--- src/hw/pdm_defs.vh ---
// Purpose: Constants for the pin drive mode control block
// Assumes: 32-bit register bus, byte addresses on aligned words
// Notes:   Definitions only; included by its bare name
`ifndef PDM_DEFS_VH
`define PDM_DEFS_VH

// ----------------------------------------------------------------
// Register byte addresses, port form
// ----------------------------------------------------------------
`define PDM_A_DATA     8'h00
`define PDM_A_DM0      8'h04
`define PDM_A_DM1      8'h08
`define PDM_A_DM2      8'h0c
`define PDM_A_BYP      8'h10
`define PDM_A_LEVEL    8'h14
`define PDM_A_ITYPE    8'h18
`define PDM_A_ISTAT    8'h1c
`define PDM_A_IMASK    8'h20
`define PDM_A_REG_OUT  8'h24
`define PDM_A_USB_MODE 8'h28
`define PDM_A_USB_LVL  8'h2c

// ----------------------------------------------------------------
// Pin form: one word per general pin, one per usb pin
// ----------------------------------------------------------------
`define PDM_PIN_PAGE   3'h2
`define PDM_A_USB0     8'h60
`define PDM_A_USB1     8'h64

// Pin form field positions
`define PDM_PF_DATA    0
`define PDM_PF_DM_LO   1
`define PDM_PF_BYP     4
`define PDM_PF_IT_LO   5
`define PDM_PF_REG     7
// Usb pin form field positions
`define PDM_UF_DATA    0
`define PDM_UF_DRV     1
`define PDM_UF_PULL    2

// ----------------------------------------------------------------
// Drive mode codes
// ----------------------------------------------------------------
`define PDM_DM_HIZ_AN  3'h0
`define PDM_DM_HIZ_DIG 3'h1
`define PDM_DM_RES_UP  3'h2
`define PDM_DM_RES_DN  3'h3
`define PDM_DM_OD_LOW  3'h4
`define PDM_DM_OD_HIGH 3'h5
`define PDM_DM_STRONG  3'h6
`define PDM_DM_RES_UD  3'h7

// Edge interrupt types
`define PDM_IT_NONE    2'h0
`define PDM_IT_RISE    2'h1
`define PDM_IT_FALL    2'h2
`define PDM_IT_BOTH    2'h3

// Reset values
`define PDM_RST8       8'h00
`define PDM_RST16      16'h0000
`define PDM_RST2       2'h0
`define PDM_RST32      32'h0000_0000

`endif

--- src/hw/pdm_pin_drive.v ---
// Purpose: Drive mode and input path control for one eight-pin port
//          plus a pair of usb capable pins
// Assumes: Pad inputs synchronous to clock_in; pad resistors are
//          enabled by the pull outputs, strong drive by oe_n low
// Notes:   All outputs are registered, so pad changes lag a write
//          by one clock
`timescale 1ns/10ps
`include "pdm_defs.vh"

// Function
// - Three-bit drive mode field per pin
// - Reset puts every general pin in analog high-Z
// - Digital high-Z: driver off, input on
// - Resistive up and down modes: one state resistive, other strong; up-down mode resistive in both
// - Open drain floats one state, drives other
// - Output from system when bypassed, else register
// - Input updates level register and digital system
// - Separate level and output value registers
// - Port form and pin form share storage
// - Edge interrupt per pin, one request per port
// - No level-sensitive pin interrupts
// - Usb pins: drive bit and pull-up bit
// - Usb pins: strong low; one per bits
// - Usb mode ignores bits; port writes skip
// - Regulated output disables resistive modes
module pdm_pin_drive (
  input  wire        clock_in,       // System clock, 250 MHz
  input  wire        rst_n_in,       // Synchronous reset, active low
  input  wire [7:0]  addr_in,        // Register byte address
  input  wire [31:0] wdata_in,       // Register write data
  input  wire        wr_in,          // Write strobe
  input  wire        rd_in,          // Read strobe
  output reg  [31:0] rdata_out,      // Read data, cycle after strobe
  input  wire [7:0]  pad_in,         // Pin levels seen at the pads
  output reg  [7:0]  pad_out,        // Value driven when oe_n low
  output reg  [7:0]  pad_oe_n_out,   // Strong drive enable, low = drive
  output reg  [7:0]  pull_up_out,    // Resistive pull-up enable
  output reg  [7:0]  pull_dn_out,    // Resistive pull-down enable
  output reg  [7:0]  in_buf_en_out,  // Digital input buffer enable
  input  wire [7:0]  sys_out_in,     // Output values from digital system
  output reg  [7:0]  sys_in_out,     // Pin levels to digital system
  input  wire [1:0]  usb_pad_in,     // Usb pin levels
  output reg  [1:0]  usb_pad_out,    // Usb pin drive value
  output reg  [1:0]  usb_oe_n_out,   // Usb strong drive, low = drive
  output reg  [1:0]  usb_pull_up_out,// Usb resistive pull-up enable
  output reg         irq_out         // Port interrupt request, level
);

  // ----------------------------------------------------------------
  // Storage
  // ----------------------------------------------------------------
  reg  [7:0]  output_value_reg_r;   // Data written for the pins
  reg  [7:0]  dm0_r;                // Drive mode bit 0 per pin
  reg  [7:0]  dm1_r;                // Drive mode bit 1 per pin
  reg  [7:0]  dm2_r;                // Drive mode bit 2 per pin
  reg  [7:0]  byp_r;                // Output bypass select per pin
  reg  [15:0] itype_r;              // Edge type, two bits per pin
  reg  [7:0]  istat_r;              // Sticky edge status
  reg  [7:0]  imask_r;              // Interrupt mask
  reg  [7:0]  reg_out_r;            // Regulated output mode per pin
  reg         usb_mode_r;           // Usb pins handed to usb core
  reg  [1:0]  usb_data_r;           // Usb pin output values
  reg  [1:0]  usb_drv_r;            // Usb drive enable bits
  reg  [1:0]  usb_pull_r;           // Usb pull-up enable bits
  reg  [7:0]  pin_level_reg_r;      // Sampled pin levels
  reg  [1:0]  usb_level_r;          // Sampled usb pin levels

  // Next values
  reg  [7:0]  output_value_reg_nxt;
  reg  [7:0]  dm0_nxt;
  reg  [7:0]  dm1_nxt;
  reg  [7:0]  dm2_nxt;
  reg  [7:0]  byp_nxt;
  reg  [15:0] itype_nxt;
  reg  [7:0]  istat_nxt;
  reg  [7:0]  imask_nxt;
  reg  [7:0]  reg_out_nxt;
  reg         usb_mode_nxt;
  reg  [1:0]  usb_data_nxt;
  reg  [1:0]  usb_drv_nxt;
  reg  [1:0]  usb_pull_nxt;
  reg  [7:0]  pin_level_nxt;
  reg  [31:0] rdata_nxt;
  reg  [7:0]  pad_nxt;
  reg  [7:0]  oe_n_nxt;
  reg  [7:0]  pu_nxt;
  reg  [7:0]  pd_nxt;
  reg  [7:0]  ibuf_nxt;
  reg  [1:0]  usb_pad_nxt;
  reg  [1:0]  usb_oe_n_nxt;
  reg  [1:0]  usb_pu_nxt;
  reg  [7:0]  edge_hit;             // Qualified edges this cycle

  // Decode helpers
  wire        pin_page  = (addr_in[7:5] == `PDM_PIN_PAGE);
  wire [2:0]  pin_idx   = addr_in[4:2];
  wire        wr_usb0   = wr_in && (addr_in == `PDM_A_USB0);
  wire        wr_usb1   = wr_in && (addr_in == `PDM_A_USB1);

  integer i, j, k;                  // Loop indices, one per process

  // ----------------------------------------------------------------
  // Register writes, port form and pin form
  // ----------------------------------------------------------------
  // Both forms write the same flops, so software may mix them freely
  always @*
  begin
    output_value_reg_nxt = output_value_reg_r;
    dm0_nxt      = dm0_r;
    dm1_nxt      = dm1_r;
    dm2_nxt      = dm2_r;
    byp_nxt      = byp_r;
    itype_nxt    = itype_r;
    imask_nxt    = imask_r;
    reg_out_nxt  = reg_out_r;
    usb_mode_nxt = usb_mode_r;
    usb_data_nxt = usb_data_r;
    usb_drv_nxt  = usb_drv_r;
    usb_pull_nxt = usb_pull_r;
    if (wr_in)
    begin
      // Port form; usb drive bits have no port-wide home
      // port writes skip
      case (addr_in)
        `PDM_A_DATA:     output_value_reg_nxt = wdata_in[7:0];
        `PDM_A_DM0:      dm0_nxt      = wdata_in[7:0];
        `PDM_A_DM1:      dm1_nxt      = wdata_in[7:0];
        `PDM_A_DM2:      dm2_nxt      = wdata_in[7:0];
        `PDM_A_BYP:      byp_nxt      = wdata_in[7:0];
        `PDM_A_ITYPE:    itype_nxt    = wdata_in[15:0];
        `PDM_A_IMASK:    imask_nxt    = wdata_in[7:0];
        `PDM_A_REG_OUT:  reg_out_nxt  = wdata_in[7:0];
        `PDM_A_USB_MODE: usb_mode_nxt = wdata_in[0];
        default:         ;
      endcase
      if (pin_page)
      begin
        output_value_reg_nxt[pin_idx] = wdata_in[`PDM_PF_DATA];
        dm0_nxt[pin_idx]              = wdata_in[`PDM_PF_DM_LO];
        dm1_nxt[pin_idx]              = wdata_in[`PDM_PF_DM_LO + 1];
        dm2_nxt[pin_idx]              = wdata_in[`PDM_PF_DM_LO + 2];
        byp_nxt[pin_idx]              = wdata_in[`PDM_PF_BYP];
        itype_nxt[{pin_idx, 1'b0}]    = wdata_in[`PDM_PF_IT_LO];
        itype_nxt[{pin_idx, 1'b1}]    = wdata_in[`PDM_PF_IT_LO + 1];
        reg_out_nxt[pin_idx]          = wdata_in[`PDM_PF_REG];
      end
    end
    if (wr_usb0)
    begin
      usb_data_nxt[0] = wdata_in[`PDM_UF_DATA];
      usb_drv_nxt[0]  = wdata_in[`PDM_UF_DRV];
      usb_pull_nxt[0] = wdata_in[`PDM_UF_PULL];
    end
    if (wr_usb1)
    begin
      usb_data_nxt[1] = wdata_in[`PDM_UF_DATA];
      usb_drv_nxt[1]  = wdata_in[`PDM_UF_DRV];
      usb_pull_nxt[1] = wdata_in[`PDM_UF_PULL];
    end
  end

  // ----------------------------------------------------------------
  // Pin drive decode
  // ----------------------------------------------------------------
  // Decoded from the next mode and value so the pads follow a write
  // one clock later; regulated pins lose resistive states, which
  // then float instead of pulling
  always @*
  begin : drive_dec
    reg [2:0] mode;
    reg       val;
    reg       res_ok;
    mode   = 3'h0;
    val    = 1'b0;
    res_ok = 1'b0;
    for (i = 0; i < 8; i = i + 1)
    begin
      mode   = {dm2_nxt[i], dm1_nxt[i], dm0_nxt[i]};
      val    = byp_nxt[i] ? sys_out_in[i] : output_value_reg_nxt[i];
      res_ok = ~reg_out_nxt[i];
      pad_nxt[i]  = val;
      oe_n_nxt[i] = 1'b1;
      pu_nxt[i]   = 1'b0;
      pd_nxt[i]   = 1'b0;
      ibuf_nxt[i] = (mode != `PDM_DM_HIZ_AN);
      case (mode)
        `PDM_DM_HIZ_AN:  oe_n_nxt[i] = 1'b1;
        `PDM_DM_HIZ_DIG: oe_n_nxt[i] = 1'b1;
        `PDM_DM_RES_UP:
        begin
          oe_n_nxt[i] = val;
          pu_nxt[i]   = val & res_ok;
        end
        `PDM_DM_RES_DN:
        begin
          oe_n_nxt[i] = ~val;
          pd_nxt[i]   = ~val & res_ok;
        end
        `PDM_DM_OD_LOW:  oe_n_nxt[i] = val;
        `PDM_DM_OD_HIGH: oe_n_nxt[i] = ~val;
        `PDM_DM_STRONG:  oe_n_nxt[i] = 1'b0;
        `PDM_DM_RES_UD:
        begin
          pu_nxt[i] = val & res_ok;
          pd_nxt[i] = ~val & res_ok;
        end
        default:         oe_n_nxt[i] = 1'b1;
      endcase
    end
  end

  // ----------------------------------------------------------------
  // Usb pin drive decode
  // ----------------------------------------------------------------
  always @*
  begin
    for (j = 0; j < 2; j = j + 1)
    begin
      usb_pad_nxt[j] = usb_data_nxt[j];
      if (usb_mode_nxt)
      begin
        usb_oe_n_nxt[j] = 1'b1;
        usb_pu_nxt[j]   = 1'b0;
      end
      else if (!usb_data_nxt[j])
      begin
        usb_oe_n_nxt[j] = 1'b0;
        usb_pu_nxt[j]   = 1'b0;
      end
      else
      begin
        usb_oe_n_nxt[j] = ~usb_drv_nxt[j];
        usb_pu_nxt[j]   = usb_pull_nxt[j] & ~usb_drv_nxt[j];
      end
    end
  end

  // ----------------------------------------------------------------
  // Input path and edge detection
  // ----------------------------------------------------------------
  // A disabled buffer reads low, so an analog pin never makes edges
  always @*
  begin
    pin_level_nxt = pad_in & in_buf_en_out;
    for (k = 0; k < 8; k = k + 1)
    begin
      case (itype_r[2*k +: 2])
        `PDM_IT_RISE: edge_hit[k] = pin_level_nxt[k] & ~pin_level_reg_r[k];
        `PDM_IT_FALL: edge_hit[k] = ~pin_level_nxt[k] & pin_level_reg_r[k];
        `PDM_IT_BOTH: edge_hit[k] = pin_level_nxt[k] ^ pin_level_reg_r[k];
        default:      edge_hit[k] = 1'b0;
      endcase
    end
    // Sticky status; a new edge wins over a write-one clear
    istat_nxt = istat_r;
    if (wr_in && (addr_in == `PDM_A_ISTAT))
      istat_nxt = istat_r & ~wdata_in[7:0];
    istat_nxt = istat_nxt | edge_hit;
  end

  // ----------------------------------------------------------------
  // Read mux
  // ----------------------------------------------------------------
  // Level and output value sit at distinct addresses
  always @*
  begin
    rdata_nxt = `PDM_RST32;
    if (pin_page)
    begin
      rdata_nxt[`PDM_PF_DATA]           = output_value_reg_r[pin_idx];
      rdata_nxt[`PDM_PF_DM_LO]          = dm0_r[pin_idx];
      rdata_nxt[`PDM_PF_DM_LO + 1]      = dm1_r[pin_idx];
      rdata_nxt[`PDM_PF_DM_LO + 2]      = dm2_r[pin_idx];
      rdata_nxt[`PDM_PF_BYP]            = byp_r[pin_idx];
      rdata_nxt[`PDM_PF_IT_LO]          = itype_r[{pin_idx, 1'b0}];
      rdata_nxt[`PDM_PF_IT_LO + 1]      = itype_r[{pin_idx, 1'b1}];
      rdata_nxt[`PDM_PF_REG]            = reg_out_r[pin_idx];
    end
    else
    begin
      case (addr_in)
        `PDM_A_DATA:     rdata_nxt[7:0]  = output_value_reg_r;
        `PDM_A_DM0:      rdata_nxt[7:0]  = dm0_r;
        `PDM_A_DM1:      rdata_nxt[7:0]  = dm1_r;
        `PDM_A_DM2:      rdata_nxt[7:0]  = dm2_r;
        `PDM_A_BYP:      rdata_nxt[7:0]  = byp_r;
        `PDM_A_LEVEL:    rdata_nxt[7:0]  = pin_level_reg_r;
        `PDM_A_ITYPE:    rdata_nxt[15:0] = itype_r;
        `PDM_A_ISTAT:    rdata_nxt[7:0]  = istat_r;
        `PDM_A_IMASK:    rdata_nxt[7:0]  = imask_r;
        `PDM_A_REG_OUT:  rdata_nxt[7:0]  = reg_out_r;
        `PDM_A_USB_MODE: rdata_nxt[0]    = usb_mode_r;
        `PDM_A_USB_LVL:  rdata_nxt[1:0]  = usb_level_r;
        `PDM_A_USB0:
          rdata_nxt[2:0] = {usb_pull_r[0], usb_drv_r[0], usb_data_r[0]};
        `PDM_A_USB1:
          rdata_nxt[2:0] = {usb_pull_r[1], usb_drv_r[1], usb_data_r[1]};
        default:         rdata_nxt       = `PDM_RST32;
      endcase
    end
    // Data only stand in the cycle after a read
    if (!rd_in)
      rdata_nxt = `PDM_RST32;
  end

  // ----------------------------------------------------------------
  // Flip-flops
  // ----------------------------------------------------------------
  always @(posedge clock_in)
  begin
    if (!rst_n_in)
    begin
      output_value_reg_r <= `PDM_RST8;
      dm0_r           <= `PDM_RST8;
      dm1_r           <= `PDM_RST8;
      dm2_r           <= `PDM_RST8;
      byp_r           <= `PDM_RST8;
      itype_r         <= `PDM_RST16;
      istat_r         <= `PDM_RST8;
      imask_r         <= `PDM_RST8;
      reg_out_r       <= `PDM_RST8;
      usb_mode_r      <= 1'b0;
      usb_data_r      <= `PDM_RST2;
      usb_drv_r       <= `PDM_RST2;
      usb_pull_r      <= `PDM_RST2;
      pin_level_reg_r <= `PDM_RST8;
      usb_level_r     <= `PDM_RST2;
      rdata_out       <= `PDM_RST32;
      pad_out         <= `PDM_RST8;
      pad_oe_n_out    <= ~`PDM_RST8;
      pull_up_out     <= `PDM_RST8;
      pull_dn_out     <= `PDM_RST8;
      in_buf_en_out   <= `PDM_RST8;
      sys_in_out      <= `PDM_RST8;
      usb_pad_out     <= `PDM_RST2;
      usb_oe_n_out    <= ~`PDM_RST2;
      usb_pull_up_out <= `PDM_RST2;
      irq_out         <= 1'b0;
    end
    else
    begin
      output_value_reg_r <= output_value_reg_nxt;
      dm0_r           <= dm0_nxt;
      dm1_r           <= dm1_nxt;
      dm2_r           <= dm2_nxt;
      byp_r           <= byp_nxt;
      itype_r         <= itype_nxt;
      istat_r         <= istat_nxt;
      imask_r         <= imask_nxt;
      reg_out_r       <= reg_out_nxt;
      usb_mode_r      <= usb_mode_nxt;
      usb_data_r      <= usb_data_nxt;
      usb_drv_r       <= usb_drv_nxt;
      usb_pull_r      <= usb_pull_nxt;
      pin_level_reg_r <= pin_level_nxt;
      usb_level_r     <= usb_pad_in;
      rdata_out       <= rdata_nxt;
      pad_out         <= pad_nxt;
      pad_oe_n_out    <= oe_n_nxt;
      pull_up_out     <= pu_nxt;
      pull_dn_out     <= pd_nxt;
      in_buf_en_out   <= ibuf_nxt;
      sys_in_out      <= pin_level_nxt;
      usb_pad_out     <= usb_pad_nxt;
      usb_oe_n_out    <= usb_oe_n_nxt;
      usb_pull_up_out <= usb_pu_nxt;
      irq_out         <= |(istat_nxt & imask_nxt);
    end
  end

endmodule // pdm_pin_drive

--- config.mk ---
export PLATFORM = sky130hd
export DESIGN_NAME = pdm_pin_drive
export DESIGN_NICKNAME = d
export VERILOG_FILES = /design/src/hw/pdm_pin_drive.v
export VERILOG_INCLUDE_DIRS = /design/src /design/src/hw
export SDC_FILE = /design/constraint.sdc
export NUM_CORES = 1
export LEC_CHECK = 0
export CAP_MARGIN = 5
export CELL_PAD_IN_SITES_DETAIL_PLACEMENT = 1
export CELL_PAD_IN_SITES_GLOBAL_PLACEMENT = 2
export CORE_MARGIN = 5
export CORE_UTILIZATION = 38
export DETAILED_ROUTE_END_ITERATION = 7
export DONT_BUFFER_PORTS = 1
export HOLD_SLACK_MARGIN = 0.06
export PLACE_DENSITY = 0.78
export SETUP_SLACK_MARGIN = 0.02
export SLEW_MARGIN = 10
export SYNTH_ARGS = -nofsm -noshare
export SYNTH_HDL_FRONTEND = slang
export SYNTH_SLANG_ARGS = --single-unit
--- constraint.sdc ---
create_clock -name clock_in -period 4.16 [get_ports clock_in]
set_clock_uncertainty 0.2 [all_clocks]
set_input_delay 0.832 -clock clock_in [delete_from_list [all_inputs] [get_ports clock_in]]
set_output_delay 0.832 -clock clock_in [all_outputs]
set_load 0.02 [all_outputs]
* Word level (Yosys, flattened, before mapping)
Index checks and enable logic that the tools add are counted.
** Storage, ports and cells
- Register bits after elaboration :: 174
- Word-level logic and storage cells :: 386
- Input port bits :: 62
** Cells by class
- Bitwise gates (word level) :: 86
- $lt $le $gt $ge :: 6
- Reduce and logical (&&, ||, !) cells :: 69
- Equality and inequality tests :: 86
- Muxes and demuxes :: 99
** Operator list (count)
- 8-bit 2-to-1 mux :: 28
- 3-bit equality test, second input constant :: 32
- 2-bit OR reduction :: 33
- 3-bit by 2-bit equality test with 1-bit output, second input constant :: 17
- 5-bit case mux with 10 select lines :: 1
- 8-bit bitwise mux :: 6
- 16-bit 2-to-1 mux :: 3
- 1-bit case mux with 3 select lines :: 16
- 1-bit NOT :: 39
- 1-bit AND :: 34
- 2-bit AND reduction :: 17
- 16-bit bitwise mux :: 2
- 2-bit equality test, second input constant :: 16
- 8-bit by 5-bit equality test with 1-bit output, second input constant :: 4
- 8-bit by 6-bit equality test with 1-bit output, second input constant :: 4
- 1-bit 2-to-1 mux :: 29
- 8-bit AND :: 3
- 1-bit binary-select mux with 3-bit select :: 8
- 3-bit nonzero test :: 8
- 2-bit by 1-bit equality test with 1-bit output, second input constant :: 8
- 8-bit by 4-bit equality test with 1-bit output, second input constant :: 2
- 8-bit by 7-bit equality test with 1-bit output, second input constant :: 2
- 1-bit case mux with 14 select lines :: 1
- 1-bit case mux with 13 select lines :: 1
- 15 further kinds :: 32

* Depth between registers and ports, before layout
- Depth in word-level cells :: 10
- Mapped depth :: 10
- Depth with buffers taken out :: 9

* Worst setup path after synthesis
No wires, ideal clock.
- Kind :: input -> register
- Start :: input addr_in[5]
- End :: register pad_oe_n_out[5]
- Buffers on the path :: 2
- Library setup time :: 0.122 ns
- Stages on the path :: 8
- Setup slack :: 0.973 ns
- Data arrival time :: 2.865 ns
- Path through :: buf_6 -> or3b_4 -> or2_1 -> buf_2 -> and2_4 -> a222oi_1 -> o21bai_1 -> a221o_1
** Between the ends
- Cells in the longest elaborated chain, start to end :: 9
- Elaborated cells on any way between the ends :: 41
- Those cells by class :: eq/ne: 10; mux: 27; bitwise: 1; reduce/logical: 3
** RTL lines
- start, declared :: line pdm_pin_drive.v:29 : input wire [7:0] addr_in,
- 8-bit by 3-bit equality test with 1-bit output (tied with other cells) :: line pdm_pin_drive.v:124 : case (addr_in)
- 8-bit 2-to-1 mux :: line pdm_pin_drive.v:124
- 8-bit 2-to-1 mux :: line pdm_pin_drive.v:120 : if (wr_in)
- 8-bit bitwise mux, on equally long branches
- 8-bit 2-to-1 mux :: line pdm_pin_drive.v:136 : if (pin_page)
- 8-bit 2-to-1 mux :: line pdm_pin_drive.v:120
- 3-bit by 2-bit equality test with 1-bit output (tied with other cells) :: line pdm_pin_drive.v:186 : case (mode)
- 2-bit OR reduction (no source line) or 1-bit NOT (tied branches)
- 1-bit case mux with 3 select lines (*) :: line pdm_pin_drive.v:186
- end signal, assigned :: line pdm_pin_drive.v:330 : pad_oe_n_out <= ~`PDM_RST8;
- end signal, assigned :: line pdm_pin_drive.v:359 : pad_oe_n_out <= oe_n_nxt;
- end, declared :: line pdm_pin_drive.v:36 : output reg [7:0] pad_oe_n_out,
Every way passes the cells marked *; elsewhere a longest branch is shown, timed or not. The select of a mux whose other input is x is not followed.
A chain may end at the register's enable or synchronous reset.

* Worst setup path in the final report
- Start :: input addr_in[6]
- End :: register pad_oe_n_out[1]
The elaborated chain is that of the path after synthesis.

==> impl_results.md <==
- # port buffers: 0
- Die Span Y: ~160 µm
- Max_slew headroom: 0.4662
- Worst R2R Setup Slack: approximately 1900 ps
- Yosys reg bits: between 150 and 200
- Register area share after synthesis: 0.3651
- Final Worst Setup Slack: about 950 ps
- Leading registers by flop count: itype_r x16, rdata_out x16
- Synthesized instance count: ~1000
- Iteration-0 DRC Markers: 756
- Hold-fix buffers, CTS: 0
- Reg2reg path depth: 6
- Worst Hold Launch: rst_n_in
- Crit path required time: ~4300 ps
- Synth cell types: 77
- Arr. time, crit path: 3310 ps
- Global-route wire length before repair: roughly 50 mm
- RSZ-0062 raised after global routing: no
- Clock Tree Buf Depth: 2
- Mean routed wirelength per cell: 26.10 µm
- Worst-Skew Late Latency: between 400 and 500 ps
- Period utilization: 0.7719
- CORE AREA: 22570 µm²
- Pre-Repair DR Iteration Count: 6
- DR vias/cell: roughly 6.3
- Pre-CTS setup slack: slightly above 500 ps
- Hpwl dp: 24.05 mm
- DIE WIDTH: ~160 µm
- Final Hold Fails: 0
- Launch point of the worst reg-to-reg path: byp_r[6]$_SDFF_PN0_
- Critical path endpoint category: register
- CTS tree: yes
- Antenna fix cells: 0
- IO Count: between 100 and 150
- Starting Density: 0.3838
- Shortest period the worst path allows: about 3200 ps
- Hold path depth: 1
- Final #Nets: between 1000 and 1500
- Post-CTS Resized: 0
- Root Driver: clkbuf_16
- FILL cells: 2672
- Die footprint: roughly 26000 µm²
- Asr flop ratio synth: 0
- Worst setup path class: input pin to register
- Mean Syn Cell Area: about 8.5 µm²
- Post-route ant nets: 0
- Vias in the first global route: between 7000 and 8000
- Crit start category: input pin
- Outcome: completed
- CP max FO: 15
- Antenna violations before repair: 0
- Gr usage total: 0.2529
- Clock network fraction of design power: 0.485
- Gr ovfl total: 0
- Power per cell area: roughly 350 nW/µm²
- Pin count of the biggest net entering global routing: 116
- Fraction of layout instances using a drive strength above 1: 0.1055
- Most used DFF post-synth: dfxtp_1
- Max cap viols: 0
- Switch share: 0.2363
- Count of pins over their slew limit: 0
- Clock sinks: 158
- CTS Buf Count: 17
- Leading cell type in the layout, fill and taps excluded: dfxtp_1
- Residual DRC: 0
- Combinational share of power: 0.047
- Leak Pwr: between 3 and 4 nW
- Cell Area, Synth: just under 9000 µm²
- # H-tree levels: 4
- Hold EP: usb_oe_n_out[1]$_SDFF_PP1_
- Slew @ Worst Pin: around 800 ps
- Routed Wire Length: 33.66 mm
- YS warnings: 0
- Commonest non-fill, non-tap cells in the layout: dfxtp_1, nand2_1, nor2_1, o21ai_0, and2_1
- Flop pwr share: 0.469
- Fmax: 0.3114 GHz
- Total net switching power: 0.7762 mW
- Min-delay worst type: input pin to register
- Worst R2R End: pad_oe_n_out[6]$_SDFF_PN1_
- Final setup violation count: 0
- Setup TNS: 0 ps
- Vias: slightly above 8000
- Post-synth EDFFs: 0
- VDD IR-drop max: approximately 160 µV
- Post CTS Setup Buffer Count: 0
- Int Power: ~2.5 mW
- P&R area growth vs syn: 8.940%
- GPL Wtd Cong: about 0.94
- Core Rows: 55
- Reg clk slew, reported paths: approximately 60 ps
cell usage after synthesis (13+ instances only):
library cell  count  area [µm²]
a211oi_1         22       165.2
a22oi_1          35       262.8
ha_1             16       200.2
and2_1           52       325.3
mux2i_1          36       360.4
o21ai_0          63       315.3
nor2_1          103       386.6
nand2_1         107       401.6
a22o_1           13       113.9
mux4_2           17       382.9
o22ai_1          28       175.2
clkbuf_1         44       165.2
dfxtp_1         158        3163
mux2_2           15       168.9
nor3_1           32       160.2
nand3_1          22       110.1
a21oi_1          27       135.1
buf_2            17       85.08
inv_1            34       127.6
buf_4            17       127.6
power by group through the flow:
| stage | registers [mW] | logic [mW] | clock network [mW] |
|---|---|---|---|
| floorplan | 1.57 | 0.175 | 0 |
| global route | 1.54 | 0.164 | 1.67 |
| CTS | 1.54 | 0.151 | 1.61 |
| detailed placement | 1.57 | 0.151 | 0 |
| global placement | 1.57 | 0.149 | 0 |
| finish | 1.54 | 0.154 | 1.59 |
cell families after synthesis:
family / share of synthesized area
and+or+nand+nor: 0.2220
AOI/OAI and AO/OA: 0.2099
DFF: 0.3651
buffers and inverters: 0.06485
muxes: 0.1066
adders and majority gates: 0.02311
xor gates and xnor gates: 0.008088
other: 0.0004329
worst max-delay path, stage by stage:
cell       delay, ps
or4_4            650
nor2_2           570
o21ai_0          210
a221oi_1         720
o21a_1           220
o2111ai_1         90
through the flow:
step / util / cells / hold WS [ps] / area (µm²) / total power, mW
global route: 0.4181 / 1290 / 289.6 / 9438 / 3.373
finish: 0.4181 / 1290 / 294.8 / 9438 / 3.284
detailed placement: 0.3922 / 1259 / 294.4 / 8852 / 1.724
floorplan: - / 1039 / 242.9 / 8720 / 1.743
global placement: 0.3922 / 1259 / 287.7 / 8852 / 1.723
CTS: 0.4181 / 1290 / 273.3 / 9438 / 3.304
routing by layer:
layer  track usage  vias up  part of all wire
met5             0        -                 0
met4       0.07445        0             0.025
met3       0.05359       61             0.073
met2        0.4137      314              0.46
met1        0.3382     4113              0.44
li1              -     3600                 -
how the worst max path moves through the flow:
stage                     from                    endpoint  cells after the start
global route        addr_in[6]  pad_oe_n_out[1]$_SDFF_PN1_                      6
CTS                 addr_in[6]  pad_oe_n_out[1]$_SDFF_PN1_                      6
detailed placement  addr_in[6]  pad_oe_n_out[1]$_SDFF_PN1_                      6
finish              addr_in[6]  pad_oe_n_out[1]$_SDFF_PN1_                      6
floorplan           addr_in[5]  pad_oe_n_out[5]$_SDFF_PN1_                      8
global placement    addr_in[6]  pad_oe_n_out[1]$_SDFF_PN1_                      6
layout make-up:
class,instances,area (µm²),area share
clock inverter,9,111.4,0.01180
clock buffer,22,474.2,0.05025
timing repair buffer,25,200.2,0.02121
sequential,158,3163,0.3351
multi-input combinational,756,5001,0.5299
tap,285,356.6,0.03778
inverter,35,131.4,0.01392
No activity file was read; power rests on OpenSTA's default activity.
